$ cat config.mk
export PLATFORM = sky130hd
export DESIGN_NAME = updir_upper_direction
export DESIGN_NICKNAME = d
export VERILOG_FILES = /design/src/updir_pkg.sv /design/src/updir_upper_direction.sv
export SDC_FILE = /design/constraint.sdc
export NUM_CORES = 1
export LEC_CHECK = 0
export ABC_CLOCK_PERIOD_IN_PS = 1950
export CORE_MARGIN = 5
export CORE_UTILIZATION = 29
export DETAILED_ROUTE_END_ITERATION = 10
export DONT_BUFFER_PORTS = 1
export PLACE_DENSITY = 0.4
export SYNTH_ARGS = -nofsm -noshare
export SYNTH_HDL_FRONTEND = slang
export SYNTH_SLANG_ARGS = --single-unit
$ cat constraint.sdc
create_clock -name clk -period 1.95 [get_ports clk]
set_clock_uncertainty 0.05 [all_clocks]
set_input_delay 0.2925 -clock clk [delete_from_list [all_inputs] [get_ports clk]]
set_output_delay 0.2925 -clock clk [all_outputs]
set_load 0.05 [all_outputs]
$ cat src/updir_pkg.sv
// Package of constants for the upper pin direction register block
//
// Notes on behaviour
// - Decode a 16-bit read/write direction register at offset c2c in configuration space.
// - Register bit n steers the direction of pin 16+n.
// - A direction bit of 0 means input, 1 means output.
// - Reset clears all sixteen bits, so every general-purpose pin is an input.
// - A set function-select bit makes the pin's direction bit ignored.
// - With function-select set, the interface function drives the pin and its enable.
// - A 32-bit access at offset c2a is split into two 16-bit accesses.
// - The lower register is accessed first, the upper one a cycle later.
// - A general-purpose output drives the level held in its data bit.
package updir_pkg;

    // ==========================================================
    // Register map
    localparam logic [11:0] UPDIR_LOWER_DIR_OFFSET = 12'hc2a;
    localparam logic [11:0] UPDIR_UPPER_DIR_OFFSET = 12'hc2c;
    localparam int          UPDIR_PIN_COUNT        = 16;
    localparam logic [15:0] UPDIR_DIR_RESET        = 16'h0000;

    // ==========================================================
    // Split access sequencing
    typedef enum logic [0:0] {
        UPDIR_IDLE,
        UPDIR_SECOND_HALF
    } updir_split_type;

endpackage

$ cat src/updir_upper_direction.sv
// Upper pin direction register with pin output-enable steering
`timescale 1ns/1ps

module updir_upper_direction
    import updir_pkg::*;
(
    // Clock and control
    input  wire logic        clk,
    input  wire logic        reset,
    input  wire logic        clk_en,
    // Configuration space access
    input  wire logic [11:0] cfg_addr,
    input  wire logic        cfg_wr,
    input  wire logic        cfg_rd,
    input  wire logic        cfg_wide,
    input  wire logic [31:0] cfg_wdata,
    output logic      [15:0] cfg_rdata,
    output logic             cfg_rdata_valid,
    // Request to the lower direction register (first half of a wide access)
    output logic             lower_dir_wr,
    output logic             lower_dir_rd,
    output logic      [15:0] lower_dir_wdata,
    // Neighbour register contents
    input  wire logic [15:0] upper_function_select_register,
    input  wire logic [15:0] pin_data,
    // Dedicated interface function
    input  wire logic [15:0] func_out,
    input  wire logic [15:0] func_oe,
    // Pin pads 16 to 31
    output logic      [15:0] pin_out,
    output logic      [15:0] pin_oe
);

    // ==========================================================
    // Access decode
    logic [15:0]     upper_direction_register_ff;
    logic [15:0]     nxt_upper_direction_register;
    updir_split_type split_ff;
    logic [15:0]     split_wdata_ff;
    logic            split_wr_ff;
    logic            hit_upper;
    logic            hit_wide;
    logic            upper_wr_now;
    logic            upper_rd_now;

    assign hit_upper = cfg_addr == UPDIR_UPPER_DIR_OFFSET;
    assign hit_wide  = cfg_wide && cfg_addr == UPDIR_LOWER_DIR_OFFSET && split_ff == UPDIR_IDLE;

    // Wide access: lower half goes out now, upper half lands next cycle so the two never coincide
    // Gated by the enable so a frozen block never hands a half access to the lower register
    assign lower_dir_wr    = clk_en && hit_wide && cfg_wr;
    assign lower_dir_rd    = clk_en && hit_wide && cfg_rd;
    assign lower_dir_wdata = cfg_wdata[15:0];

    assign upper_wr_now = (hit_upper && cfg_wr && !cfg_wide) || (split_ff == UPDIR_SECOND_HALF && split_wr_ff);
    assign upper_rd_now = (hit_upper && cfg_rd && !cfg_wide) || (split_ff == UPDIR_SECOND_HALF && !split_wr_ff);

    // ==========================================================
    // Split sequencer
    always_ff @(posedge clk) begin
        if (reset) begin
            split_ff       <= UPDIR_IDLE;
            split_wr_ff    <= 1'b0;
            split_wdata_ff <= UPDIR_DIR_RESET;
        end else if (clk_en) begin
            unique case (split_ff)
                UPDIR_IDLE: begin
                    if (hit_wide && (cfg_wr || cfg_rd)) begin
                        split_ff       <= UPDIR_SECOND_HALF;
                        split_wr_ff    <= cfg_wr;
                        split_wdata_ff <= cfg_wdata[31:16];
                    end
                end
                UPDIR_SECOND_HALF: begin
                    split_ff <= UPDIR_IDLE;
                end
            endcase
        end
    end

    // ==========================================================
    // Direction register
    always_comb begin
        nxt_upper_direction_register = upper_direction_register_ff;
        if (upper_wr_now) begin
            nxt_upper_direction_register = split_ff == UPDIR_SECOND_HALF ? split_wdata_ff : cfg_wdata[15:0];
        end
    end

    always_ff @(posedge clk) begin
        if (reset) begin
            upper_direction_register_ff <= UPDIR_DIR_RESET;
        end else if (clk_en) begin
            upper_direction_register_ff <= nxt_upper_direction_register;
        end
    end

    // Read data is registered; wide reads return the upper half one cycle after the lower half
    always_ff @(posedge clk) begin
        if (reset) begin
            cfg_rdata       <= UPDIR_DIR_RESET;
            cfg_rdata_valid <= 1'b0;
        end else if (clk_en) begin
            cfg_rdata_valid <= upper_rd_now;
            if (upper_rd_now) begin
                cfg_rdata <= upper_direction_register_ff;
            end
        end
    end

    // ==========================================================
    // Pin steering: bit n of every vector belongs to pin 16+n
    genvar gi;
    generate
        for (gi = 0; gi < UPDIR_PIN_COUNT; gi++) begin : g_pin
            always_comb begin
                if (upper_function_select_register[gi]) begin
                    pin_oe[gi]  = func_oe[gi];
                    pin_out[gi] = func_out[gi];
                end else begin
                    pin_oe[gi]  = upper_direction_register_ff[gi];
                    pin_out[gi] = pin_data[gi];
                end
            end
        end
    endgenerate

endmodule // updir_upper_direction

# Word level (Yosys, flattened, before mapping)
# Cells that the tools add are included.
# W data, S select, Z words.
# totals
out_inout_bits	67
regBits	51
inputBits	114
# op_classes
muxes	35
n_reduce_logical	20
eq_ne	2
n_bitwise	1
# op_table
cell	n
$mux W1	33
$eq A12 B12 Y1 const B	2
$mux W16	1
$logic_and A1 B1 Y1	12
$reduce_and A2 Y1	2
$logic_or A1 B1 Y1	3
$reduce_and A3 Y1	1
$logic_not A1 Y1	2
$pmux W1 S2	1
$not A1 Y1	1

# Logic depth before layout (Yosys ltp)
# Gate-level depths: netlist of the first run.
# depth
word_depth	6
depth_mapped	7
mapped_depth_nobuf	4

# Worst setup path after synthesis of the first run
# No wires, ideal clock.
# synth_path
path_kind	input to output
start	in cfg_addr[4]
end	out lower_dir_rd
t_required_ns	1.607
slack_ns	-0.133
arrival_time_ns	1.740
cell_stages	4
cell_sequence	nor4b_2 nand4_1 clkbuf_1 nor2_1
# synth_via
elab_chain_len	5
# synth_lines
item	line_no	rtl
from (decl)	updir_upper_direction.sv:12	input wire logic [11:0] cfg_addr,
$eq A12 B12 Y1	updir_upper_direction.sv:47	assign hit_wide = cfg_wide && cfg_addr == UPDIR_LOWER_DIR_OFFSET && split_ff == UPDIR_IDLE;
$logic_and A1 B1 Y1 (2 in a row)	updir_upper_direction.sv:47	
$logic_and A1 B1 Y1 (2 in a row)	updir_upper_direction.sv:52	assign lower_dir_rd = clk_en && hit_wide && cfg_rd;
to (decl)	updir_upper_direction.sv:21	output logic lower_dir_rd,
# Every way passes these cells.

# Worst setup path after layout of the first run
# layout_path
start	reg split_ff
end	out lower_dir_rd
# layout_via
elab_chain_len	4
# layout_lines
item	line_no	rtl
from (decl)	updir_upper_direction.sv:38	updir_split_type split_ff;
from (signal assigned)	updir_upper_direction.sv:62	split_ff <= UPDIR_IDLE;
from (signal assigned)	updir_upper_direction.sv:69	split_ff <= UPDIR_SECOND_HALF;
from (signal assigned)	updir_upper_direction.sv:75	split_ff <= UPDIR_IDLE;
$not A1 Y1 (no source line)	n/a	
$logic_and A1 B1 Y1	updir_upper_direction.sv:47	
$logic_and A1 B1 Y1 (2 in a row)	updir_upper_direction.sv:52	
# Every way passes these cells.

==> results of run 1 <==
[flip-flops by register name, summed over array words and instances, names as in the netlist]
| register | flops |
|---|---|
| cfg_rdata | 16 |
| split_wdata_ff | 16 |
| upper_direction_register_ff | 16 |
| cfg_rdata_valid | 1 |
| split_ff | 1 |
| split_wr_ff | 1 |
[path summary, 6_finish.rpt]
| check | startpoint | end | cells after the start | slack, ps |
|---|---|---|---|---|
| setup / recovery | split_ff | lower_dir_rd | 4 | 150 |
| hold / removal | cfg_wr | split_wr_ff | 2 | 80 |
| setup reg to reg | split_ff | cfg_rdata[15] | 4 | 340 |
| hold reg to reg | split_wdata_ff[9] | split_wdata_ff[9] | 2 | 430 |
[cells by family after synthesis]
group                  after synthesis
buffers and inverters               35
muxes                               80
AOI/OAI and AO/OA                   38
and+or+nand+nor                     84
DFF                                 51
[where the power goes]
group	leakage [uW]	total, uW	internal, uW	switching, uW
Clock	0.0000470	640	280	360
Combinational	0.000721	288	84.2	204
Sequential	0.000411	1040	1040	0.0180
[worst max-delay path, cell delays in order, from the launching register on]
cell and delay [ps]:
dfxtp_1 350, and4bb_2 310, nand4_1 160, nor2_1 130
buf_4 210
[layout make-up]
type | instances | area (um2)
flip-flops and latches | 51 | 1020
repair buffers | 12 | 95.1
inverters | 2 | 7.51
clock buffers | 6 | 82.6
well taps | 133 | 166
clock inverters | 1 | 5.00
fillers | 1059 | 6670
multi-input cells | 202 | 1590
[stage by stage]
stage | utilization | power [uW] | hold WS (ps) | cells
finish | 0.308 | 1970 | 79.6 | 407
global route | 0.308 | 2050 | 67.2 | 407
CTS | 0.308 | 2000 | 62.5 | 407
detailed placement | 0.296 | 1340 | 324 | 398
global placement | 0.296 | 1350 | 320 | 398
floorplan | - | 1430 | 383 | 288
[placed cells by master (no fill, tap or decap), types with 2 or more instances in the layout]
cell,n
mux2_2,32
nand2_1,3
a31oi_4,2
dlygate4sd3_1,2
nand2b_1,33
o21ai_0,17
and4bb_2,2
a21oi_1,19
nor2_1,5
mux2i_1,48
clkbuf_8,6
dfxtp_1,51
inv_1,2
or2_2,16
nor4b_2,2
buf_4,10
nand3_1,16
[per-layer routing]
| metal | up-vias | track usage | share of wire |
|---|---|---|---|
| met5 | - | 0 | 0 |
| met4 | 0 | 0.0379 | 0.015 |
| met2 | 102 | 0.193 | 0.46 |
| li1 | 969 | - | - |
| met3 | 8 | 0.0340 | 0.089 |
| met1 | 926 | 0.153 | 0.43 |
[cell usage after synthesis (all sizes together)]
cell type	number	area (um2)
and2	1	7.51
mux2i	48	480
nor2	5	18.8
mux2	32	360
and4	1	8.76
nand2b	33	206
nand3	16	80.1
a21oi	19	95.1
or2	16	100
and3b	1	8.76
buf	23	175
dfxtp	51	1020
o21ai	17	85.1
nand4	1	6.26
clkbuf	10	37.5
inv	2	7.51
nand2	3	11.3
and3	1	6.26
and4bb	2	25.0
a31oi	2	27.5
nor4b	3	38.8
nor2b	1	6.26
==> metrics.md, run 1 <==
| Metric | Value |
|---|---|
| Compound-Gate Fraction of Synth Area | `0.0738` |
| Design Area, Final | `2970 um2` |
| Drt via density | `4.93` |
| Row Count | `36` |
| Worst Path Required | `1610 ps` |
| Placed Area | `2860 um2` |
| CTS buffer count | `5` |
| Die Footprint | `11800 um2` |
| Crit path kind | `reg -> out` |
| I/O Buffers | `0` |
| Multiplexer area fraction after synthesis | `0.299` |
| Setup Fix Bufs, Post-CTS | `0` |
| Initial Util | `0.292` |
| Mean Syn Cell Area | `9.77 um2` |
| Crit share post-route | `0.923` |
| Drt first-iter violations | `83` |
| CTS clk-pin slew, worst paths | `90 ps` |
| Via count | `2005` |
| Routed WL | `7.36 mm` |
| Tot GR Track Use | `0.119` |
| Final net count | `388` |
| Tmin final | `1800 ps` |
| # resized after CTS | `0` |
| HP Class | `in -> reg` |
| GR Overflow Total | `0` |
| Initial antenna violation count | `0` |
| Critical path startpoint category | `flop` |
| CP Max Fanout | `4` |
| Critical Path AT | `1460 ps` |
| Largest family of logic cells by synthesized area | `multiplexers` |
| # clock sinks | `51` |
| Root buf cell | `clkbuf_8` |
| Adder-Cell Fraction of Synth Area | `0` |
| Pwr Density | `664 nW/um2` |
| Pre-CTS setup slack | `58.1 ps` |
| Post-route setup slack | `151 ps` |
| Cell count after synthesis | `288` |
| Fin. Hold Viols | `0` |
| Die Ht | `109 um` |
| Max-slew violations | `0` |
| Post-synth cell types | `26` |
| CTS tree | `done` |
| First-pass GRT wire length | `10.8 mm` |
| Mapped Area | `2810 um2` |
| Layout cells sized above 1 | `0.263` |
| Leakage | `0.00118 uW` |
| Syn Nets | `402` |
| Yosys reg bits | `51` |
| Largest net degree at the start of global routing | `51` |
| Final RePlAce weighted congestion | `0.707` |
| Total negative slack | `0 ps` |
| # IOs | `181` |
| Avg WL per Cell | `18.1 um` |
| Xor/xnor share of the synthesized area | `0` |
| ANT cells | `0` |
| Simple-Gate Fraction of Synth Area | `0.186` |
| Max Freq | `0.556 GHz` |
| Setup violators final | `0` |
| Core Area | `9640 um2` |
| Hold_buf cts | `2` |
| Drt first pass iters | `4` |
| Slew Limit Headroom | `0.379` |
| Die W | `109 um` |
| Register area share after synthesis | `0.363` |
| Final antenna-violating net count | `0` |
| Slew of the pin with the lowest slew margin | `931 ps` |
| Number of global-route vias before repair | `2040` |
| CP endpoint kind | `primary output` |
| Syn. warnings | `0` |
| Post-DP HPWL | `5.33 mm` |
| DRC viols | `0` |
| Clock Latency Late Sink | `300 ps` |
| Maximum vdd drop | `263 uV` |
| Max-Cap Viols | `0` |
| Area Overhead vs Synth | `5.38%` |
| Htree depth | `2` |
| RSZ-0062 raised after global routing | `no` |
| Status | `finished clean` |
| CTS max path bufs | `2` |
Note: power is estimated with default switching activity, not from simulation.
==> run 2: changes to the inputs <==
--- a/config.mk
+++ b/config.mk
@@ -5,12 +5,12 @@
 export SDC_FILE = /design/constraint.sdc
 export NUM_CORES = 1
 export LEC_CHECK = 0
+export ABC_AREA = 1
 export ABC_CLOCK_PERIOD_IN_PS = 1950
 export CORE_MARGIN = 5
 export CORE_UTILIZATION = 29
 export DETAILED_ROUTE_END_ITERATION = 10
 export DONT_BUFFER_PORTS = 1
-export PLACE_DENSITY = 0.4
 export SYNTH_ARGS = -nofsm -noshare
 export SYNTH_HDL_FRONTEND = slang
 export SYNTH_SLANG_ARGS = --single-unit
==> run 2 against run 1 <==
Net effect:
- final area up 5.8%
- flip-flop and latch count unchanged
- setup slack better by 1.4 ps
- count of clock-buffer cells in the layout up 1
- critical endpoint is now lower_dir_wr
- highest routed layer unchanged
- sequential power about the same
- fmax about the same
==> metrics.md, run 2 <==
| Metric | Value |
|---|---|
| Number of global-route vias before repair | `2355` |
| Most instantiated library cell after synthesis | `nand2_1` |
| Die Footprint | `12400 um2` |
| Largest area contributor in the netlist | `dfxtp_1` |
| Routed WL | `7.58 mm` |
| Seq pwr share | `0.517` |
| Footprint of the multi-input gates | `1510 um2` |
| Syn. warnings | `0` |
| CTS tree | `done` |
| First-pass GRT wire length | `11.8 mm` |
| Sw Share | `0.282` |
| Root buf cell | `clkbuf_8` |
| DRC viols | `0` |
| Avg WL per Cell | `13.8 um` |
| Drt via density | `4.49` |
| Max Freq | `0.556 GHz` |
| Layout cells sized above 1 | `0.143` |
| EDFF count, synth | `0` |
| Drt first-iter violations | `141` |
| CP endpoint kind | `primary output` |
| Status | `finished clean` |
| Initial antenna violation count | `0` |
| Fill cell count | `1117` |
| Area contributors post-synth | `dfxtp_1 34%, nand2_1 11%, nor2_1 8.8%` |
| Worst Path Required | `1610 ps` |
| Htree depth | `2` |
| Maximum vdd drop | `277 uV` |
| Commonest non-fill, non-tap cell in the layout | `nand2_1` |
| # clock sinks | `51` |
| Area Overhead vs Synth | `5.20%` |
| Initial Util | `0.293` |
| GR Overflow Total | `0` |
| CTS max path bufs | `2` |
| ANT cells | `0` |
| Most frequent cells in the layout | `88 x nand2_1, 70 x nor2_1, 51 x dfxtp_1` |
| Max-Cap Viols | `0` |
| Row Count | `37` |
| NetSw | `569 uW` |
| Crit share post-route | `0.922` |
| Register area share after synthesis | `0.342` |
| Internal power | `1450 uW` |
| Top FF cell, synth | `dfxtp_1` |
| Yosys reg bits | `51` |
| Fin. Hold Viols | `0` |
| Post-DP HPWL | `5.88 mm` |
| Total negative slack | `0 ps` |
| Post-synth top area share | `0.342` |
| # IOs | `181` |
| Register Area | `1020 um2` |
| Top post-synthesis cells by count | `88 x nand2_1, 70 x nor2_1, 51 x dfxtp_1` |
| HP Class | `in -> reg` |
| Clock network fraction of total power | `0.332` |
| CP Max Fanout | `7` |
| Pwr Density | `642 nW/um2` |
| Tot GR Track Use | `0.114` |
| Cell count after synthesis | `423` |
| Worst r2r src | `split_ff` |
| Die Ht | `111 um` |
| Mean Syn Cell Area | `7.05 um2` |
| Critical path startpoint category | `flop` |
| Syn Nets | `537` |
| Final net count | `525` |
| CTS clk-pin slew, worst paths | `100 ps` |
| Leakage | `0.00126 uW` |
| Slew Limit Headroom | `0.439` |
| Mapped Area | `2980 um2` |
| Tmin final | `1800 ps` |
| Largest regs | `cfg_rdata: 16 flops, split_wdata_ff: 16 flops, upper_direction_register_ff: 16 flops` |
| Post-synth cell types | `25` |
| CP Launch Point | `split_ff` |
| Comb power frac | `0.151` |
| I/O Buffers | `0` |
| Crit path kind | `reg -> out` |
| Synth async-reset ratio | `0` |
| Core Area | `10200 um2` |
| CTS buffer count | `5` |
| Max-slew violations | `0` |
| Final antenna-violating net count | `0` |
| Setup violators final | `0` |
| Largest net degree at the start of global routing | `69` |
| Drt first pass iters | `4` |
| Slew of the pin with the lowest slew margin | `837 ps` |
| Via count | `2460` |
| Min-delay src | `cfg_wdata[26]` |
| Final RePlAce weighted congestion | `0.750` |
| RSZ-0062 raised after global routing | `no` |
| Die W | `111 um` |
| Final hold slack | `73.6 ps` |
| Clock Latency Late Sink | `300 ps` |
| Critical Path AT | `1460 ps` |
[run 2: final timing paths]
| kind | to | slack [ps] | cells after the start |
|---|---|---|---|
| setup / recovery | lower_dir_wr | 150 | 5 |
| hold reg to reg | upper_direction_register_ff[14] | 440 | 2 |
| setup reg to reg | cfg_rdata[11] | 400 | 6 |
| hold / removal | split_wdata_ff[10] | 70 | 2 |
[run 2: power by group through the flow]
stage / logic, uW / registers (uW) / clock network, uW
global route: 320 / 1040 / 753
finish: 304 / 1040 / 669
detailed placement: 303 / 1070 / 0
floorplan: 360 / 1070 / 0
global placement: 301 / 1070 / 0
CTS: 307 / 1040 / 705
[run 2: layer usage]
metal  track usage  vias to the layer above  share of wire
met5             0                        -              0
met1         0.134                     1058           0.41
met4        0.0316                        0          0.014
li1              -                     1297              -
met2         0.186                       96           0.47
met3        0.0560                        9           0.11
[run 2: stage by stage]
step                      instances   util  cell area [um2]  worst slack, ps  total power (uW)
after floorplan                 423      -             2980              170              1420
after global placement          539  0.297             3020              448              1370
after detailed placement        539  0.297             3020              426              1370
after CTS                       548  0.308             3130              109              2050
after global routing            548  0.308             3140             47.9              2110
final                           548  0.308             3140              152              2010
[run 2: kinds of logic (layout without fill, tap and decap cells)]
kind of cell | count (synthesis) | in the layout | share of synthesized area
and+or+nand+nor | 206 | 206 | 0.298
buffers and inverters | 81 | 70 | 0.150
AOI/OAI and AO/OA | 53 | 53 | 0.0956
DFF | 51 | 51 | 0.342
muxes | 32 | 32 | 0.114
[run 2: critical path, stage by stage (launching register included)]
cell and delay [ps]:
dfxtp_1 560, inv_4 60, nand4_1 70, nor2_1 60, nand3_1 140, clkinvlp_4 270
[run 2: area by class of cell]
type                            instances  area share
Clock inverter                          1     0.00239
Clock buffer                            7      0.0307
Inverter                               42      0.0522
Multi-Input combinational cell        291       0.482
Timing Repair Buffer                   20      0.0526
Sequential cell                        51       0.325
Tap cell                              136      0.0542
[run 2: repair_timing]
item | CTS | global route
buffers inserted | 0 | 0
hold buffers | 1 | 0
endpoints found under the hold margin | 3 | 0
gates resized for setup | 0 | 1
setup endpoints to repair | 0 | 1
==> run 3: changes to the inputs <==
--- a/config.mk
+++ b/config.mk
@@ -6,11 +6,13 @@
 export NUM_CORES = 1
 export LEC_CHECK = 0
 export ABC_AREA = 1
-export ABC_CLOCK_PERIOD_IN_PS = 1950
+export ABC_CLOCK_PERIOD_IN_PS = 2300
 export CORE_MARGIN = 5
 export CORE_UTILIZATION = 29
 export DETAILED_ROUTE_END_ITERATION = 10
 export DONT_BUFFER_PORTS = 1
+export REMOVE_ABC_BUFFERS = 1
 export SYNTH_ARGS = -nofsm -noshare
 export SYNTH_HDL_FRONTEND = slang
 export SYNTH_SLANG_ARGS = --single-unit
+export TNS_END_PERCENT = 5
==> constraint.sdc (replaced) <==
create_clock -name clk -period 2.3 [get_ports clk]
set_clock_uncertainty 0.05 [all_clocks]
set_input_delay 0.345 -clock clk [delete_from_list [all_inputs] [get_ports clk]]
set_output_delay 0.345 -clock clk [all_outputs]
set_load 0.05 [all_outputs]
==> run 3 against run 2 <==
Net effect:
- utilization barely moved
- via count increased by 3.0%
- non-clock buffer count is the same
- final area fell by 0.16%
- die area unchanged
- combinational power fell by 17%
- clock power decreased by 1%
- largest power group unchanged
==> metrics.md, run 3 (synthesized netlist as in run 2, its figures left out) <==
| Metric | Value |
|---|---|
| # resized after CTS | `0` |
| CP Max Fanout | `4` |
| Pwr Density | `573 nW/um2` |
| Drt first-iter violations | `164` |
| Die W | `111 um` |
| Critical Path AT | `1430 ps` |
| Design Area, Final | `3130 um2` |
| Leakage | `0.00127 uW` |
| Final Non-Filler Cells | `548` |
| Area Overhead vs Synth | `5.03%` |
| Number of global-route vias before repair | `2450` |
| Setup Fix Bufs, Post-CTS | `0` |
| Most frequent cells in the layout | `88 x nand2_1, 70 x nor2_1, 51 x dfxtp_1` |
| Row Count | `37` |
| # IOs | `181` |
| Initial Util | `0.293` |
| Root buf cell | `clkbuf_8` |
| CTS max path bufs | `2` |
| Drt via density | `4.62` |
| Crit Reg-Reg Endpoint | `cfg_rdata[4]` |
| Fin. Hold Viols | `0` |
| Placed Area | `3020 um2` |
| Max Freq | `0.549 GHz` |
| Sw Share | `0.275` |
| Fill cell count | `1105` |
| Via count | `2534` |
| Crit path kind | `reg -> out` |
| Total negative slack | `0 ps` |
| Reg2Reg Depth | `6` |
| Htree depth | `2` |
| Max-slew violations | `0` |
| Layout cells sized above 1 | `0.143` |
| Placed Instances | `540` |
| Status | `finished clean` |
| Clock Latency Late Sink | `300 ps` |
| Power Total | `1790 uW` |
| Maximum vdd drop | `217 uV` |
| Die Footprint | `12400 um2` |
| Tot GR Track Use | `0.120` |
| CP endpoint kind | `primary output` |
| Initial antenna violation count | `0` |
| Critical path startpoint category | `flop` |
| ANT cells | `0` |
| HP Class | `in -> reg` |
| Routed WL | `7.83 mm` |
| Tmin final | `1820 ps` |
| Die Ht | `111 um` |
| Final net count | `525` |
| CTS clk-pin slew, worst paths | `100 ps` |
| Internal power | `1300 uW` |
| CP Launch Point | `split_ff` |
| Clock network fraction of total power | `0.367` |
| DRC viols | `0` |
| Min-delay src | `reset` |
| Setup violators final | `0` |
| Post-DP HPWL | `5.72 mm` |
| Worst Path Required | `1900 ps` |
| Slew of the pin with the lowest slew margin | `865 ps` |
| NetSw | `493 uW` |
| Worst Hold Path EP | `cfg_rdata_valid` |
| Hold_buf cts | `0` |
| Worst r2r src | `split_ff` |
| Core Area | `10200 um2` |
| Largest regs | `cfg_rdata: 16 flops, split_wdata_ff: 16 flops, upper_direction_register_ff: 16 flops` |
| CTS tree | `done` |
| Seq pwr share | `0.492` |
| Drt first pass iters | `4` |
| Max-Cap Viols | `0` |
| First-pass GRT wire length | `12.4 mm` |
| Final antenna-violating net count | `0` |
| # clock sinks | `51` |
| Comb power frac | `0.141` |
| Slew Limit Headroom | `0.421` |
| Avg WL per Cell | `14.3 um` |
| Reg2reg setup slack | `800 ps` |
| Largest net degree at the start of global routing | `69` |
| CTS buffer count | `5` |
| Commonest non-fill, non-tap cell in the layout | `nand2_1` |
| I/O Buffers | `0` |
| RSZ-0062 raised after global routing | `no` |
| Crit share post-route | `0.792` |
| Final RePlAce weighted congestion | `0.805` |
| GR Overflow Total | `0` |
| WHS Path Cells | `1` |
[run 3: cell count changes in the layout (fill, tap and decap cells not counted), sizes merged]
cell | before | now
bufinv | 0 | 1
clkbuf | 7 | 6
clkinv | 0 | 2
dlygate4sd3 | 1 | 0
buf | 19 | 20
clkinvlp | 2 | 0
[run 3: worst max-delay path by stage]
stage | cells past startpoint | to | slack (ps)
2_1_floorplan | 5 | lower_dir_rd | 290
3_5_place_dp | 4 | cfg_rdata[4] | 660
3_3_place_gp | 4 | cfg_rdata[4] | 670
6_report | 5 | lower_dir_wr | 480
4_1_cts | 5 | lower_dir_wr | 450
5_1_grt | 5 | lower_dir_wr | 340
[run 3: layout make-up]
| cell class | instances | area [um2] | share of cell area |
|---|---|---|---|
| timing repair buffer | 20 | 150 | 0.0479 |
| clock inverter | 2 | 35.0 | 0.0112 |
| multi-input combinational | 291 | 1510 | 0.483 |
| sequential | 51 | 1020 | 0.326 |
| inverter | 42 | 160 | 0.0511 |
| clock buffer | 6 | 82.6 | 0.0264 |
| tap | 136 | 170 | 0.0543 |
[run 3: critical path: stages (launching register included)]
cell and delay [ps]:
dfxtp_1 380, inv_4 80, nand4_1 70, nor2_1 130
nand3_1 110, inv_1 360
[run 3: per-layer routing]
layer	share of wire	global-route usage	wire length (um)	up-vias
met2	0.50	0.215	3900	114
li1	-	-	-	1297
met5	0	0	0	-
met3	0.10	0.0451	794	4
met1	0.39	0.136	3080	1119
met4	0.0059	0.0243	46	0
[run 3: power groups by stage]
stage / clock [uW] / sequential (uW) / combinational (uW)
after floorplan: 0 / 903 / 212
after global placement: 0 / 903 / 253
after detailed placement: 0 / 903 / 254
after CTS: 699 / 883 / 254
after global routing: 725 / 883 / 267
final: 659 / 882 / 253
[run 3: through the flow]
stage	hold slack [ps]	util	setup slack, ps
after detailed placement	360	0.296	659
final	40.2	0.308	478
after floorplan	357	-	286
after CTS	23.9	0.308	453
after global routing	17.4	0.308	341
after global placement	360	0.296	673
